==> config.mk <==
export PLATFORM = sky130hd
export DESIGN_NAME = cmd_decoder
export DESIGN_NICKNAME = d
export VERILOG_FILES = /design/src/rtl/cmd_decoder_pkg.sv /design/src/rtl/cmd_decoder.sv /design/src/rtl/pulse_edge.sv
export SDC_FILE = /design/constraint.sdc
export NUM_CORES = 1
export LEC_CHECK = 0
export ABC_CLOCK_PERIOD_IN_PS = 2400
export BUFFER_PORTS_ARGS = -buffer_cell sky130_fd_sc_hd__buf_2
export CORE_MARGIN = 2
export CORE_UTILIZATION = 49
export DETAILED_ROUTE_END_ITERATION = 8
export GPL_TIMING_DRIVEN = 0
export PLACE_DENSITY = 0.87
export SLEW_MARGIN = 20
export SYNTH_ARGS = -nofsm -noshare
export SYNTH_HDL_FRONTEND = slang
export SYNTH_SLANG_ARGS = --single-unit
==> constraint.sdc <==
create_clock -name clk -period 2.4 [get_ports clk]
set_clock_uncertainty 0.1 [all_clocks]
set_input_delay 0.36 -clock clk [delete_from_list [all_inputs] [get_ports clk]]
set_output_delay 0.36 -clock clk [all_outputs]
set_load 0.02 [all_outputs]
==> src/rtl/cmd_decoder_pkg.sv <==
// Constants, types and encodings for the fastening input command decoder.
// Assumes all command inputs are already synchronous to clk.
//
// Contract
// [RL1] Level start runs cycle until target reached
// [RL2] Start withdrawn early stops and judges
// [RL3] Inhibit blocks start and trigger
// [RL4] Inhibit stops cycle, drives inhibit indication
// [RL5] Normally closed inhibit low disables actions
// [RL6] Direction select low normal, high reverse
// [RL7] Reverse indication during selected reverse rotation
// [RL8] Error clear clears errors and locks
// [RL9] Discard pulse updates counters per selection
// [RL10] General reset clears errors, counters, locks; code clears batch only with batch_count_setting, job only with job_en
// [RL11] General reset drops captured job start
// [RL12] Line count needs accepted job start
// [RL13] Report pulse sends latest result serially
// [RL14] Seat sync only with start, pause nonzero
// [RL15] Counter reset loads batch default value
// [RL16] Tightening disable blocks tightening only
// [RL17] Loosening disable blocks loosening only
// [RL18] Pulsed start runs until complete or inhibit
// [RL19] Count increment adds one to counter
// [RL20] Pulse inputs act once per edge
// [RL21] Restricted pulses during rotation are dropped
package cmd_decoder_pkg;

    // ----------------------------------------------------------------
    // Widths and reset values
    // ----------------------------------------------------------------
    localparam int CNT_W = 16;              // Counter width
    localparam int PULSE_N = 8;             // Number of pulse commands
    localparam logic [15:0] CNT_ZERO = 16'h0000;
    localparam logic [15:0] CNT_ONE = 16'h0001;
    localparam logic [15:0] PAUSE_ZERO = 16'h0000;

    // ----------------------------------------------------------------
    // Pulse command bit positions
    // ----------------------------------------------------------------
    localparam int P_ERR_CLR = 0;
    localparam int P_DISCARD = 1;
    localparam int P_GEN_RST = 2;
    localparam int P_JOB_START = 3;
    localparam int P_REPORT = 4;
    localparam int P_SEAT_SYNC = 5;
    localparam int P_CNT_RST = 6;
    localparam int P_CNT_INC = 7;

    // ----------------------------------------------------------------
    // Discard selection encodings (bit0 batch, bit1 job)
    // ----------------------------------------------------------------
    localparam int SEL_BATCH = 0;
    localparam int SEL_JOB = 1;

    // Cycle sequencer states, one-hot
    typedef enum logic [2:0] {
        ST_IDLE = 3'b001,
        ST_RUN_LEVEL = 3'b010,
        ST_RUN_PULSE = 3'b100
    } cycle_state_t;

    // Level command inputs from the line controller
    typedef struct packed {
        logic start;
        logic start_pulse;
        logic inhibit;
        logic inhibit_nc_n;
        logic dir_reverse;
        logic tighten_dis;
        logic loosen_dis;
    } level_cmd_t;

    // Configuration settings
    typedef struct packed {
        logic discard_en;
        logic [1:0] discard_selection_setting;
        logic line_count_en;
        logic batch_count_setting;
        logic job_en;
        logic [15:0] pause_time_setting;
        logic [15:0] batch_default;
    } config_t;

endpackage

==> src/rtl/cmd_decoder.sv <==
// Top level: decodes external fastening commands into run, direction,
// counter and report actions. Assumes synchronous inputs, one clock.
`timescale 1ns/1ps
`default_nettype none
module cmd_decoder (
    input wire logic clk,
    input wire logic resetn,
    input wire cmd_decoder_pkg::level_cmd_t lvl,
    input wire logic [cmd_decoder_pkg::PULSE_N-1:0] pulse_in,
    input wire cmd_decoder_pkg::config_t cfg,
    input wire logic ready_mode,
    input wire logic trigger_sw,
    input wire logic target_reached,
    input wire logic cycle_timeout,
    input wire logic multi_spindle,
    input wire logic error_set,
    input wire logic lock_set,
    output logic motor_run,
    output logic motor_reverse,
    output logic judge,
    output logic inhibit_active,
    output logic reverse_active,
    output logic system_error,
    output logic tool_locked,
    output logic job_started,
    output logic report_req,
    output logic seat_sync,
    output logic [cmd_decoder_pkg::CNT_W-1:0] batch_count,
    output logic [cmd_decoder_pkg::CNT_W-1:0] job_count
);
    // ----------------------------------------------------------------
    // Helper functions
    // ----------------------------------------------------------------
    // Counter plus one, wrapped at width
    function automatic logic [cmd_decoder_pkg::CNT_W-1:0] inc(
        input logic [cmd_decoder_pkg::CNT_W-1:0] v);
        inc = v + cmd_decoder_pkg::CNT_ONE;
    endfunction

    // ----------------------------------------------------------------
    // State and registers
    // ----------------------------------------------------------------
    cmd_decoder_pkg::cycle_state_t state_ff, nxt_state; // Cycle sequencer
    logic rev_ff, nxt_rev;              // Direction latched at start
    logic judge_ff, nxt_judge;          // One-cycle judgement strobe
    logic err_ff, nxt_err;              // System error status
    logic lock_ff, nxt_lock;            // Tool-lock from batch or job end
    logic jobst_ff, nxt_jobst;          // Captured job start
    logic report_ff, nxt_report;        // Report strobe to serial block
    logic seat_ff, nxt_seat;            // Seat sync strobe
    logic [cmd_decoder_pkg::CNT_W-1:0] batch_ff, nxt_batch; // Batch counter
    logic [cmd_decoder_pkg::CNT_W-1:0] job_ff, nxt_job;     // Job counter

    // ----------------------------------------------------------------
    // Edge detection
    // ----------------------------------------------------------------
    logic [cmd_decoder_pkg::PULSE_N-1:0] rise; // One cycle per press

    pulse_edge u_edge (
        .clk(clk),
        .resetn(resetn),
        .level_in(pulse_in),
        .rise(rise)
    );

    // ----------------------------------------------------------------
    // Qualifying conditions
    // ----------------------------------------------------------------
    wire rotating = (state_ff != cmd_decoder_pkg::ST_IDLE);
    // Either inhibit form blocks tool action, see [RL3] [RL5]
    wire blocked = lvl.inhibit | ~lvl.inhibit_nc_n;
    // Job gating: with line count on, a captured start is needed, see [RL12]
    wire job_ok = ~cfg.line_count_en | jobst_ff;
    // Reverse start barred by loosening disable, normal by tightening, see [RL16] [RL17]
    wire dir_ok = lvl.dir_reverse ? ~lvl.loosen_dis : ~lvl.tighten_dis;
    wire may_start = ready_mode & ~blocked & ~lock_ff & ~err_ff & job_ok & dir_ok;
    // Trigger switch shares the level-start path, see [RL3]
    wire lvl_start = may_start & (lvl.start | trigger_sw);
    wire pls_start = may_start & lvl.start_pulse;
    // Discard, job start, report, increment need ready and no rotation; clears need no rotation, counter reset ready, see [RL21]
    wire idle_rdy = ready_mode & ~rotating;
    wire do_err_clr = rise[cmd_decoder_pkg::P_ERR_CLR] & ~rotating;
    wire do_gen_rst = rise[cmd_decoder_pkg::P_GEN_RST] & ~rotating;
    wire do_discard = rise[cmd_decoder_pkg::P_DISCARD] & idle_rdy & cfg.discard_en;
    wire do_job_st = rise[cmd_decoder_pkg::P_JOB_START] & idle_rdy;
    wire do_report = rise[cmd_decoder_pkg::P_REPORT] & idle_rdy;
    wire do_cnt_inc = rise[cmd_decoder_pkg::P_CNT_INC] & idle_rdy;
    wire do_cnt_rst = rise[cmd_decoder_pkg::P_CNT_RST] & ready_mode
        & cfg.batch_count_setting;
    // Seat sync gated by start and nonzero pause, see [RL14]
    wire do_seat = rise[cmd_decoder_pkg::P_SEAT_SYNC] & lvl.start
        & (cfg.pause_time_setting != cmd_decoder_pkg::PAUSE_ZERO) & ~multi_spindle;

    // ----------------------------------------------------------------
    // Cycle sequencer
    // ----------------------------------------------------------------
    // Start, stop and judge
    always_comb begin
        nxt_state = state_ff;
        nxt_rev = rev_ff;
        nxt_judge = 1'b0;
        case (state_ff)
            cmd_decoder_pkg::ST_IDLE: begin
                if (lvl_start) begin
                    nxt_state = cmd_decoder_pkg::ST_RUN_LEVEL; // see [RL1]
                    nxt_rev = lvl.dir_reverse;                 // see [RL6]
                end else if (pls_start) begin
                    nxt_state = cmd_decoder_pkg::ST_RUN_PULSE; // see [RL18]
                    nxt_rev = lvl.dir_reverse;                 // see [RL6]
                end
            end
            cmd_decoder_pkg::ST_RUN_LEVEL: begin
                // Target, withdrawn start or inhibit all end and judge
                if (target_reached | ~(lvl.start | trigger_sw) | blocked) begin
                    nxt_state = cmd_decoder_pkg::ST_IDLE; // see [RL1] [RL2] [RL4]
                    nxt_judge = 1'b1;
                end
            end
            cmd_decoder_pkg::ST_RUN_PULSE: begin
                // Pulse release does not stop; only timeout or inhibit ends it before target
                if (target_reached | cycle_timeout | blocked) begin
                    nxt_state = cmd_decoder_pkg::ST_IDLE; // see [RL18] [RL4]
                    nxt_judge = 1'b1;
                end
            end
            default: begin
                nxt_state = cmd_decoder_pkg::ST_IDLE;
            end
        endcase
    end

    // ----------------------------------------------------------------
    // Status flags
    // ----------------------------------------------------------------
    // Error and lock set wins over clear so a late event is never lost; general reset beats job start
    always_comb begin
        nxt_err = err_ff;
        nxt_lock = lock_ff;
        nxt_jobst = jobst_ff;
        if (do_err_clr | do_gen_rst) begin
            nxt_err = 1'b0;                 // see [RL8] [RL10]
            nxt_lock = 1'b0;                // see [RL8] [RL10]
        end
        if (do_gen_rst) begin
            nxt_jobst = 1'b0;               // see [RL11]
        end else if (do_job_st) begin
            nxt_jobst = 1'b1;               // see [RL12]
        end
        if (error_set) begin
            nxt_err = 1'b1;
        end
        if (lock_set) begin
            nxt_lock = 1'b1;
        end
    end

    // ----------------------------------------------------------------
    // Counters
    // ----------------------------------------------------------------
    // Reset beats load, load beats increment and discard
    always_comb begin
        nxt_batch = batch_ff;
        nxt_job = job_ff;
        if (do_gen_rst) begin
            if (cfg.batch_count_setting) begin
                nxt_batch = cmd_decoder_pkg::CNT_ZERO; // see [RL10]
            end
            if (cfg.job_en) begin
                nxt_job = cmd_decoder_pkg::CNT_ZERO;   // see [RL10]
            end
        end else if (do_cnt_rst) begin
            nxt_batch = cfg.batch_default;             // see [RL15]
        end else if (do_cnt_inc) begin
            // Job counter when jobs run, else batch, see [RL19]
            if (cfg.job_en) begin
                nxt_job = inc(job_ff);
            end else begin
                nxt_batch = inc(batch_ff);
            end
        end else if (do_discard) begin
            // Selection picks which counters advance, see [RL9]
            if (cfg.discard_selection_setting[cmd_decoder_pkg::SEL_BATCH]) begin
                nxt_batch = inc(batch_ff);
            end
            if (cfg.discard_selection_setting[cmd_decoder_pkg::SEL_JOB]) begin
                nxt_job = inc(job_ff);
            end
        end
    end

    // Strobes toward the serial port and seat logic
    assign nxt_report = do_report;          // see [RL13]
    assign nxt_seat = do_seat;              // see [RL14]

    // ----------------------------------------------------------------
    // Registers
    // ----------------------------------------------------------------
    // Sequencer state
    always_ff @(posedge clk or negedge resetn) begin
        if (!resetn) begin
            state_ff <= cmd_decoder_pkg::ST_IDLE;
            rev_ff <= 1'b0;
            judge_ff <= 1'b0;
        end else begin
            state_ff <= nxt_state;
            rev_ff <= nxt_rev;
            judge_ff <= nxt_judge;
        end
    end

    // Flags and strobes
    always_ff @(posedge clk or negedge resetn) begin
        if (!resetn) begin
            err_ff <= 1'b0;
            lock_ff <= 1'b0;
            jobst_ff <= 1'b0;
            report_ff <= 1'b0;
            seat_ff <= 1'b0;
        end else begin
            err_ff <= nxt_err;
            lock_ff <= nxt_lock;
            jobst_ff <= nxt_jobst;
            report_ff <= nxt_report;
            seat_ff <= nxt_seat;
        end
    end

    // Counters
    always_ff @(posedge clk or negedge resetn) begin
        if (!resetn) begin
            batch_ff <= cmd_decoder_pkg::CNT_ZERO;
            job_ff <= cmd_decoder_pkg::CNT_ZERO;
        end else begin
            batch_ff <= nxt_batch;
            job_ff <= nxt_job;
        end
    end

    // ----------------------------------------------------------------
    // Outputs
    // ----------------------------------------------------------------
    assign motor_run = rotating;
    assign motor_reverse = rev_ff;
    assign judge = judge_ff;
    assign inhibit_active = lvl.inhibit;    // see [RL4]
    assign reverse_active = rotating & rev_ff; // see [RL7]
    assign system_error = err_ff;
    assign tool_locked = lock_ff;
    assign job_started = jobst_ff;
    assign report_req = report_ff;
    assign seat_sync = seat_ff;
    assign batch_count = batch_ff;
    assign job_count = job_ff;
endmodule
`default_nettype wire

==> src/rtl/pulse_edge.sv <==
// Rising edge detector for a group of pulse command inputs.
// Assumes inputs are synchronous to clk; a registered copy gives the edge.
`timescale 1ns/1ps
`default_nettype none
module pulse_edge (
    input wire logic clk,
    input wire logic resetn,
    input wire logic [cmd_decoder_pkg::PULSE_N-1:0] level_in,
    output logic [cmd_decoder_pkg::PULSE_N-1:0] rise
);
    // ----------------------------------------------------------------
    // Previous level
    // ----------------------------------------------------------------
    logic [cmd_decoder_pkg::PULSE_N-1:0] prev_ff; // Last sampled level

    // Sample level each cycle; reset low so a held input fires once
    always_ff @(posedge clk or negedge resetn) begin
        if (!resetn) begin
            prev_ff <= '0;
        end else begin
            prev_ff <= level_in;
        end
    end

    // One pulse per rising edge however long held, see [RL20]
    assign rise = level_in & ~prev_ff;
endmodule
`default_nettype wire

==> results of run 1 <==
cell usage after synthesis (3+ instances only):
cell type  number  area [sq um]
nor2_1         25          93.8
a21oi_1        18          90.1
inv_1           9          33.8
a211oi_1        8          60.1
o211ai_1        3          22.5
nor2b_1         4          25.0
nand2_1        25          93.8
nand2b_1        3          18.8
o21ai_0        28           140
dfrtp_1        49          1230
a21o_1          3          22.5
nor3_1         13          65.1
buf_6           3          33.8
clkbuf_1        4          15.0
nor4_1         10          62.6
nand3_1        13          65.1
a22oi_1         3          22.5
or3_1           8          50.1
and3_1          3          18.8
o22ai_1         6          37.5
a31oi_1         3          18.8
nor3b_1         4          30.0
nand4_1         5          31.3
o31ai_1         9          67.6
path summary, 6_finish.rpt:
path                                    from                end  slack (ns)  depth (start not counted)
min                                   resetn      job_count[13]       -0.02                          1
max                              state_ff[0]       job_count[2]        0.15                          7
min reg2reg                u_edge.prev_ff[4]         report_req        0.31                          1
min in group clk                 pulse_in[4]  u_edge.prev_ff[4]        0.08                          1
max reg2reg                      state_ff[0]       job_count[2]        0.15                          7
max in group asynchronous             resetn              judge        1.78                          1
registers in the layout, summed over array words and instances, names as in the netlist:
register	cells
batch_count	16
u_edge.prev_ff	8
judge	1
job_started	1
job_count	16
seat_sync	1
system_error	1
motor_reverse	1
state_ff	3
report_req	1
tool_locked	1
power groups by stage:
stage | sequential, uW | clock (uW) | combinational [uW]
3_5_place_dp | 951 | 0 | 330
5_1_grt | 943 | 524 | 366
2_1_floorplan | 991 | 0 | 132
3_3_place_gp | 948 | 0 | 322
6_report | 936 | 481 | 333
4_1_cts | 935 | 484 | 331
final cells by class:
type / count / area share, %
Sequential cell: 50 / 36.1
Buffer: 12 / 2.16
Clock buffer: 8 / 2.31
Multi-Input combinational cell: 232 / 40.5
Tap cell: 72 / 2.59
Inverter: 10 / 1.08
Timing Repair Buffer: 105 / 15.3
cell families (layout without fill, tap and decap cells):
group,count (synthesis),count (layout)
mux,3,3
fa+ha+maj,2,2
simple gates,132,132
compound gates,95,95
buf+inv,22,135
flops,50,50
through the flow:
stage	area (sq um)	hold slack [ns]	utilization (%)
floorplan	2760	-0.0356	-
global placement	3370	0.289	61.5
detailed placement	3370	0.299	61.5
CTS	3450	0.0736	63.0
global route	3470	0.0173	63.5
finish	3470	-0.0235	63.5
worst max-delay path: cells and delay by family (launching register included):
family	cells	cell delay [ns]
simple gates	3	0.74
flops	1	0.57
compound gates	2	0.47
buf+inv	2	0.30
repair_timing:
item / 4_1_cts / 5_1_grt
resized for setup: 0 / 4
setup buffers: 0 / 2
endpoints found under the setup margin: 0 / 17
per-layer routing:
metal  global-route usage (%)  vias up
li1                         -     1374
met1                     31.4     1376
met2                     42.5      162
met3                     3.52       13
met4                     8.28        0
met5                        0        -
==> metrics.cfg, run 1 <==
[status]
outcome=complete, but fails checks
violations=hold timing

[setup_path]
start_kind=flop
slowest_stage=dfstp_2
worstPathArrival_ns=2.38
critical_path_class=flop to flop
cpPeakStageDelay_ns=0.57
end_kind=flop
path_cells=nor3b_4, buf_4, nand4_2, o221a_4, buf_6, or3_1, a21oi_1
cp.required_ns=2.53
critPathMaxFanout=10

[synth]
yosys.area_share.simple_pct=26.3
ys_seq_area_share_pct=45.4
synthesis.area_sq_um=2760
yosysWarnings=0
synth_cells=304
postSynthAreaPerCell_sq_um=9.08
synthMuxAreaShare_pct=1.13
synth_seq_cells=50
synth_edf_count=0
synth_compound_gate_area_share_pct=22.2
synth_top_family_by_area=simple AND/OR/NAND/NOR gates
synth.distinct_cells=56
ys_async_sr_fraction_pct=100
syn-num-nets=368
synthAdderAreaFrac_pct=0.907
synth_xor_area_share_pct=0
ys.flop_type=dfrtp_1

[routing]
post-route-drc-count=0
routed.top_layer=met4
wl_met1_um=3180
drt-vias-per-instance=5.98
route.met2.wl_um=3760
vias=2925
wl_per_cell_um=15.5
first_pass_iters=5
drt-total-wl_um=7570
drt_iter0_drc=360
ant_nets=0
dr_wl_met3_um=519

[sta]
min_period_ns=2.25
fin_ws_ns=0.149
fmax_mhz=444
setup_viol=0
slew_headroom_pct=55.3
tightestPinTransition_ns=0.665
fin_setup_tns_ns=0
period_share_pct=93.8
holdWs_ns=-0.0235
drv_slew=0
rsz0062_at_grt=false
hold_viol_final=26

[global_route]
overflow=0
grt_pass1_wl_um=12200
grt_max_degree=51
grt_pass1_vias=2714
antenna_found_initial=0
grt_use_total_pct=24.5

[die]
io_pins=104
die_area_sq_um=6250
core-area_sq_um=5470
start_util_pct=50.4
die_w_um=79.1
row_count=27
die_h_um=79.1

[pwr]
intPower_uw=1230
power_density_nw_per_um2=504
p_clk_share_pct=27.5
fin_total_pwr_uw=1750
vdd_ir_drop_max_uv=329
combPwrFrac_pct=19.0
p_leak_uw=0.00159
switching_share_pct=29.7
seqPwrFrac_pct=53.5
switchingPower_uw=520

[run]
maxCapViolations=0

[finish]
area.growth.synth_to_final_pct=25.8
fin_nets=480
n_fill_cell=477
final_common_cell=buf_2
final_cell_mix=104 x buf_2, 49 x dfrtp_1, 28 x o21ai_0, 25 x nand2_1, 24 x nor2_1
drive_gt1_share_pct=31.4
diodes=0
multi_input_area_sq_um=1410
fin_cells=489
regArea_sq_um=1250

[min_path]
hold_path_class=input port to async pin

[clock_tree]
postCtsHoldBufs=0
clock_latency_ns=0.30
cts_buffers=5
cts_num_sinks=50
path_clk_slew_ns=0.09
cts_tree=yes
root_buffer=clkbuf_8
clockBufferDepth=2
cts_max_level=2

[place]
place_hpwl_um=5670
portBuffers=103
place_inst=479
gp_congestion=0.910
dp_slack_ns=0.0741

Power figures use the tool's default switching activity.
==> inputs of run 2 (changes only) <==
Settings changed: REMOVE_ABC_BUFFERS set to 1.
==> run 2 against run 1 <==
Net effect:
- the run still ends with hold timing left
- setup slack got worse by 0.027 ns
- sequential power hardly changed
- combinational power fell by 5%
- critical path depth is 2 lower
- clock power grew 5.8%
- wire length shrank 3.5%
- via count is 3.5% lower
- worst hold slack got worse by 0.0067 ns
- first-iteration DRC count fell by 43%
==> metrics.cfg, run 2 (synthesis results as in run 1) <==
[status]
outcome=complete, but fails checks
violations=hold timing

[setup_path]
critPathMaxFanout=28  ; +18
rrSetupSlack_ns=0.12  ; -0.03 ns
rr_worst_depth=5  ; -2
reg2reg_from=u_edge.prev_ff[6]
worstPathArrival_ns=2.36  ; -0.02 ns
worstReg2RegEnd=batch_count[7]
start_kind=flop
end_kind=flop
critical_path_class=flop to flop
cp.required_ns=2.48  ; -0.05 ns

[routing]
drt-total-wl_um=7300  ; -3.5%
drt_iter0_drc=207  ; -43%
post-route-drc-count=0  ; unchanged
ant_nets=0  ; unchanged
wl_per_cell_um=15.3  ; -1.1%
drt-vias-per-instance=5.92  ; -1.1%
vias=2822  ; -3.5%
first_pass_iters=4  ; -1

[clock_tree]
path_clk_slew_ns=0.10  ; about the same
root_buffer=clkbuf_8
postCtsHoldBufs=0  ; unchanged
clock_latency_ns=0.31  ; about the same
clockBufferDepth=2  ; unchanged
cts_max_level=2  ; unchanged
cts_buffers=5  ; unchanged
cts_tree=yes
cts_num_sinks=50  ; unchanged

[sta]
hold_viol_final=38  ; +46%
min_period_ns=2.28  ; +0.0271 ns
drv_slew=0  ; unchanged
fin_setup_tns_ns=0  ; unchanged
slew_headroom_pct=31.5  ; -24 points
holdWs_ns=-0.0302  ; -0.00671 ns
tightestPinTransition_ns=1.03  ; +0.361 ns
rsz0062_at_grt=false
setup_viol=0  ; unchanged
fmax_mhz=439  ; -1.2%
period_share_pct=94.9  ; +1.1 points

[die]
die_area_sq_um=6250  ; unchanged
row_count=27  ; unchanged
die_h_um=79.1  ; unchanged
io_pins=104  ; unchanged
die_w_um=79.1  ; unchanged
start_util_pct=50.4  ; unchanged
core-area_sq_um=5470  ; unchanged

[finish]
drive_gt1_share_pct=31.1  ; -0.30 points
fin_nets=468  ; -2.5%
n_fill_cell=480  ; +0.63%
area.growth.synth_to_final_pct=23.5
multi_input_area_sq_um=1410  ; about the same
diodes=0  ; unchanged
final_cell_mix=102 x buf_2, 49 x dfrtp_1, 28 x o21ai_0, 25 x nand2_1, 23 x nor2_1
utilization_pct=62.3  ; -1.2 points
final_common_cell=buf_2
regArea_sq_um=1250  ; unchanged

[pwr]
power_density_nw_per_um2=516  ; +2.6%
vdd_ir_drop_max_uv=276  ; -16%
p_leak_uw=0.00155  ; -2.4%

[global_route]
grt_pass1_wl_um=11800  ; -3.1%
overflow=0  ; unchanged
grt_use_total_pct=23.7  ; -0.72 points
antenna_found_initial=0  ; unchanged
grt_max_degree=51  ; unchanged
grt_pass1_vias=2623  ; -3.4%

[place]
place_hpwl_um=5380  ; -5.1%
portBuffers=103  ; unchanged
gp_congestion=0.897  ; -1.4%

[min_path]
hold_path_class=input port to async pin

[run]
maxCapViolations=0  ; unchanged

## run 2: cell count changes in the layout (fill, tap and decap cells not counted), sizes merged
cell    delta
buf        -8
clkbuf     -4
## run 2: repair_timing
| action | CTS | global route |
|---|---|---|
| setup buffers | 0 | 2 |
| resized for setup | 1 | 3 |
| endpoints found under the setup margin | 15 | 19 |
## run 2: worst max-delay path by stage
stage	start	end	slack, ns	cells past startpoint
final	u_edge.prev_ff[6]	batch_count[7]	0.12	5
after global routing	u_edge.prev_ff[6]	batch_count[7]	0.01	5
after CTS	state_ff[0]	batch_count[8]	0.05	5
after detailed placement	state_ff[0]	batch_count[6]	-0.12	5
after global placement	state_ff[0]	batch_count[6]	-0.13	5
after floorplan	state_ff[0]	batch_count[6]	0.31	5
## run 2: area by class of cell
cell class	count	area share [%]
clock buffer	8	2.64
inverter	10	1.10
multi-input combinational	232	41.2
sequential	50	36.7
tap	72	2.64
timing repair buffer	105	15.6
## run 2: per-stage QoR
step / instances / hold WS (ns) / area (sq um) / total power, uW / setup slack, ns
floorplan: 292 / -0.0356 / 2690 / 1110 / 0.308
global placement: 467 / 0.288 / 3290 / 1250 / -0.131
detailed placement: 467 / 0.296 / 3290 / 1270 / -0.115
CTS: 475 / 0.0586 / 3380 / 1770 / 0.0465
global route: 477 / 0.0276 / 3410 / 1840 / 0.00960
finish: 477 / -0.0302 / 3410 / 1760 / 0.122
## run 2: worst max-delay path, cell delays in order, from the launching register on
cell	delay [ns]
dfrtp_1	0.34
and4b_1	0.52
nor3_1	0.47
or4b_1	0.47
o2111ai_1	0.11
o211ai_1	0.13
## run 2: routing by layer
| layer | track usage [%] | share of wire [%] | routed length, um |
|---|---|---|---|
| met1 | 30.9 | 44 | 3190 |
| met2 | 39.3 | 48 | 3520 |
| met3 | 4.66 | 6.2 | 454 |
| met4 | 8.79 | 1.9 | 138 |
| met5 | 0 | 0 | 0 |
## run 2: power by group
group | internal (uW) | switching (uW)
registers | 888 | 47.2
logic | 122 | 195
clock network | 236 | 274
total | 1250 | 516
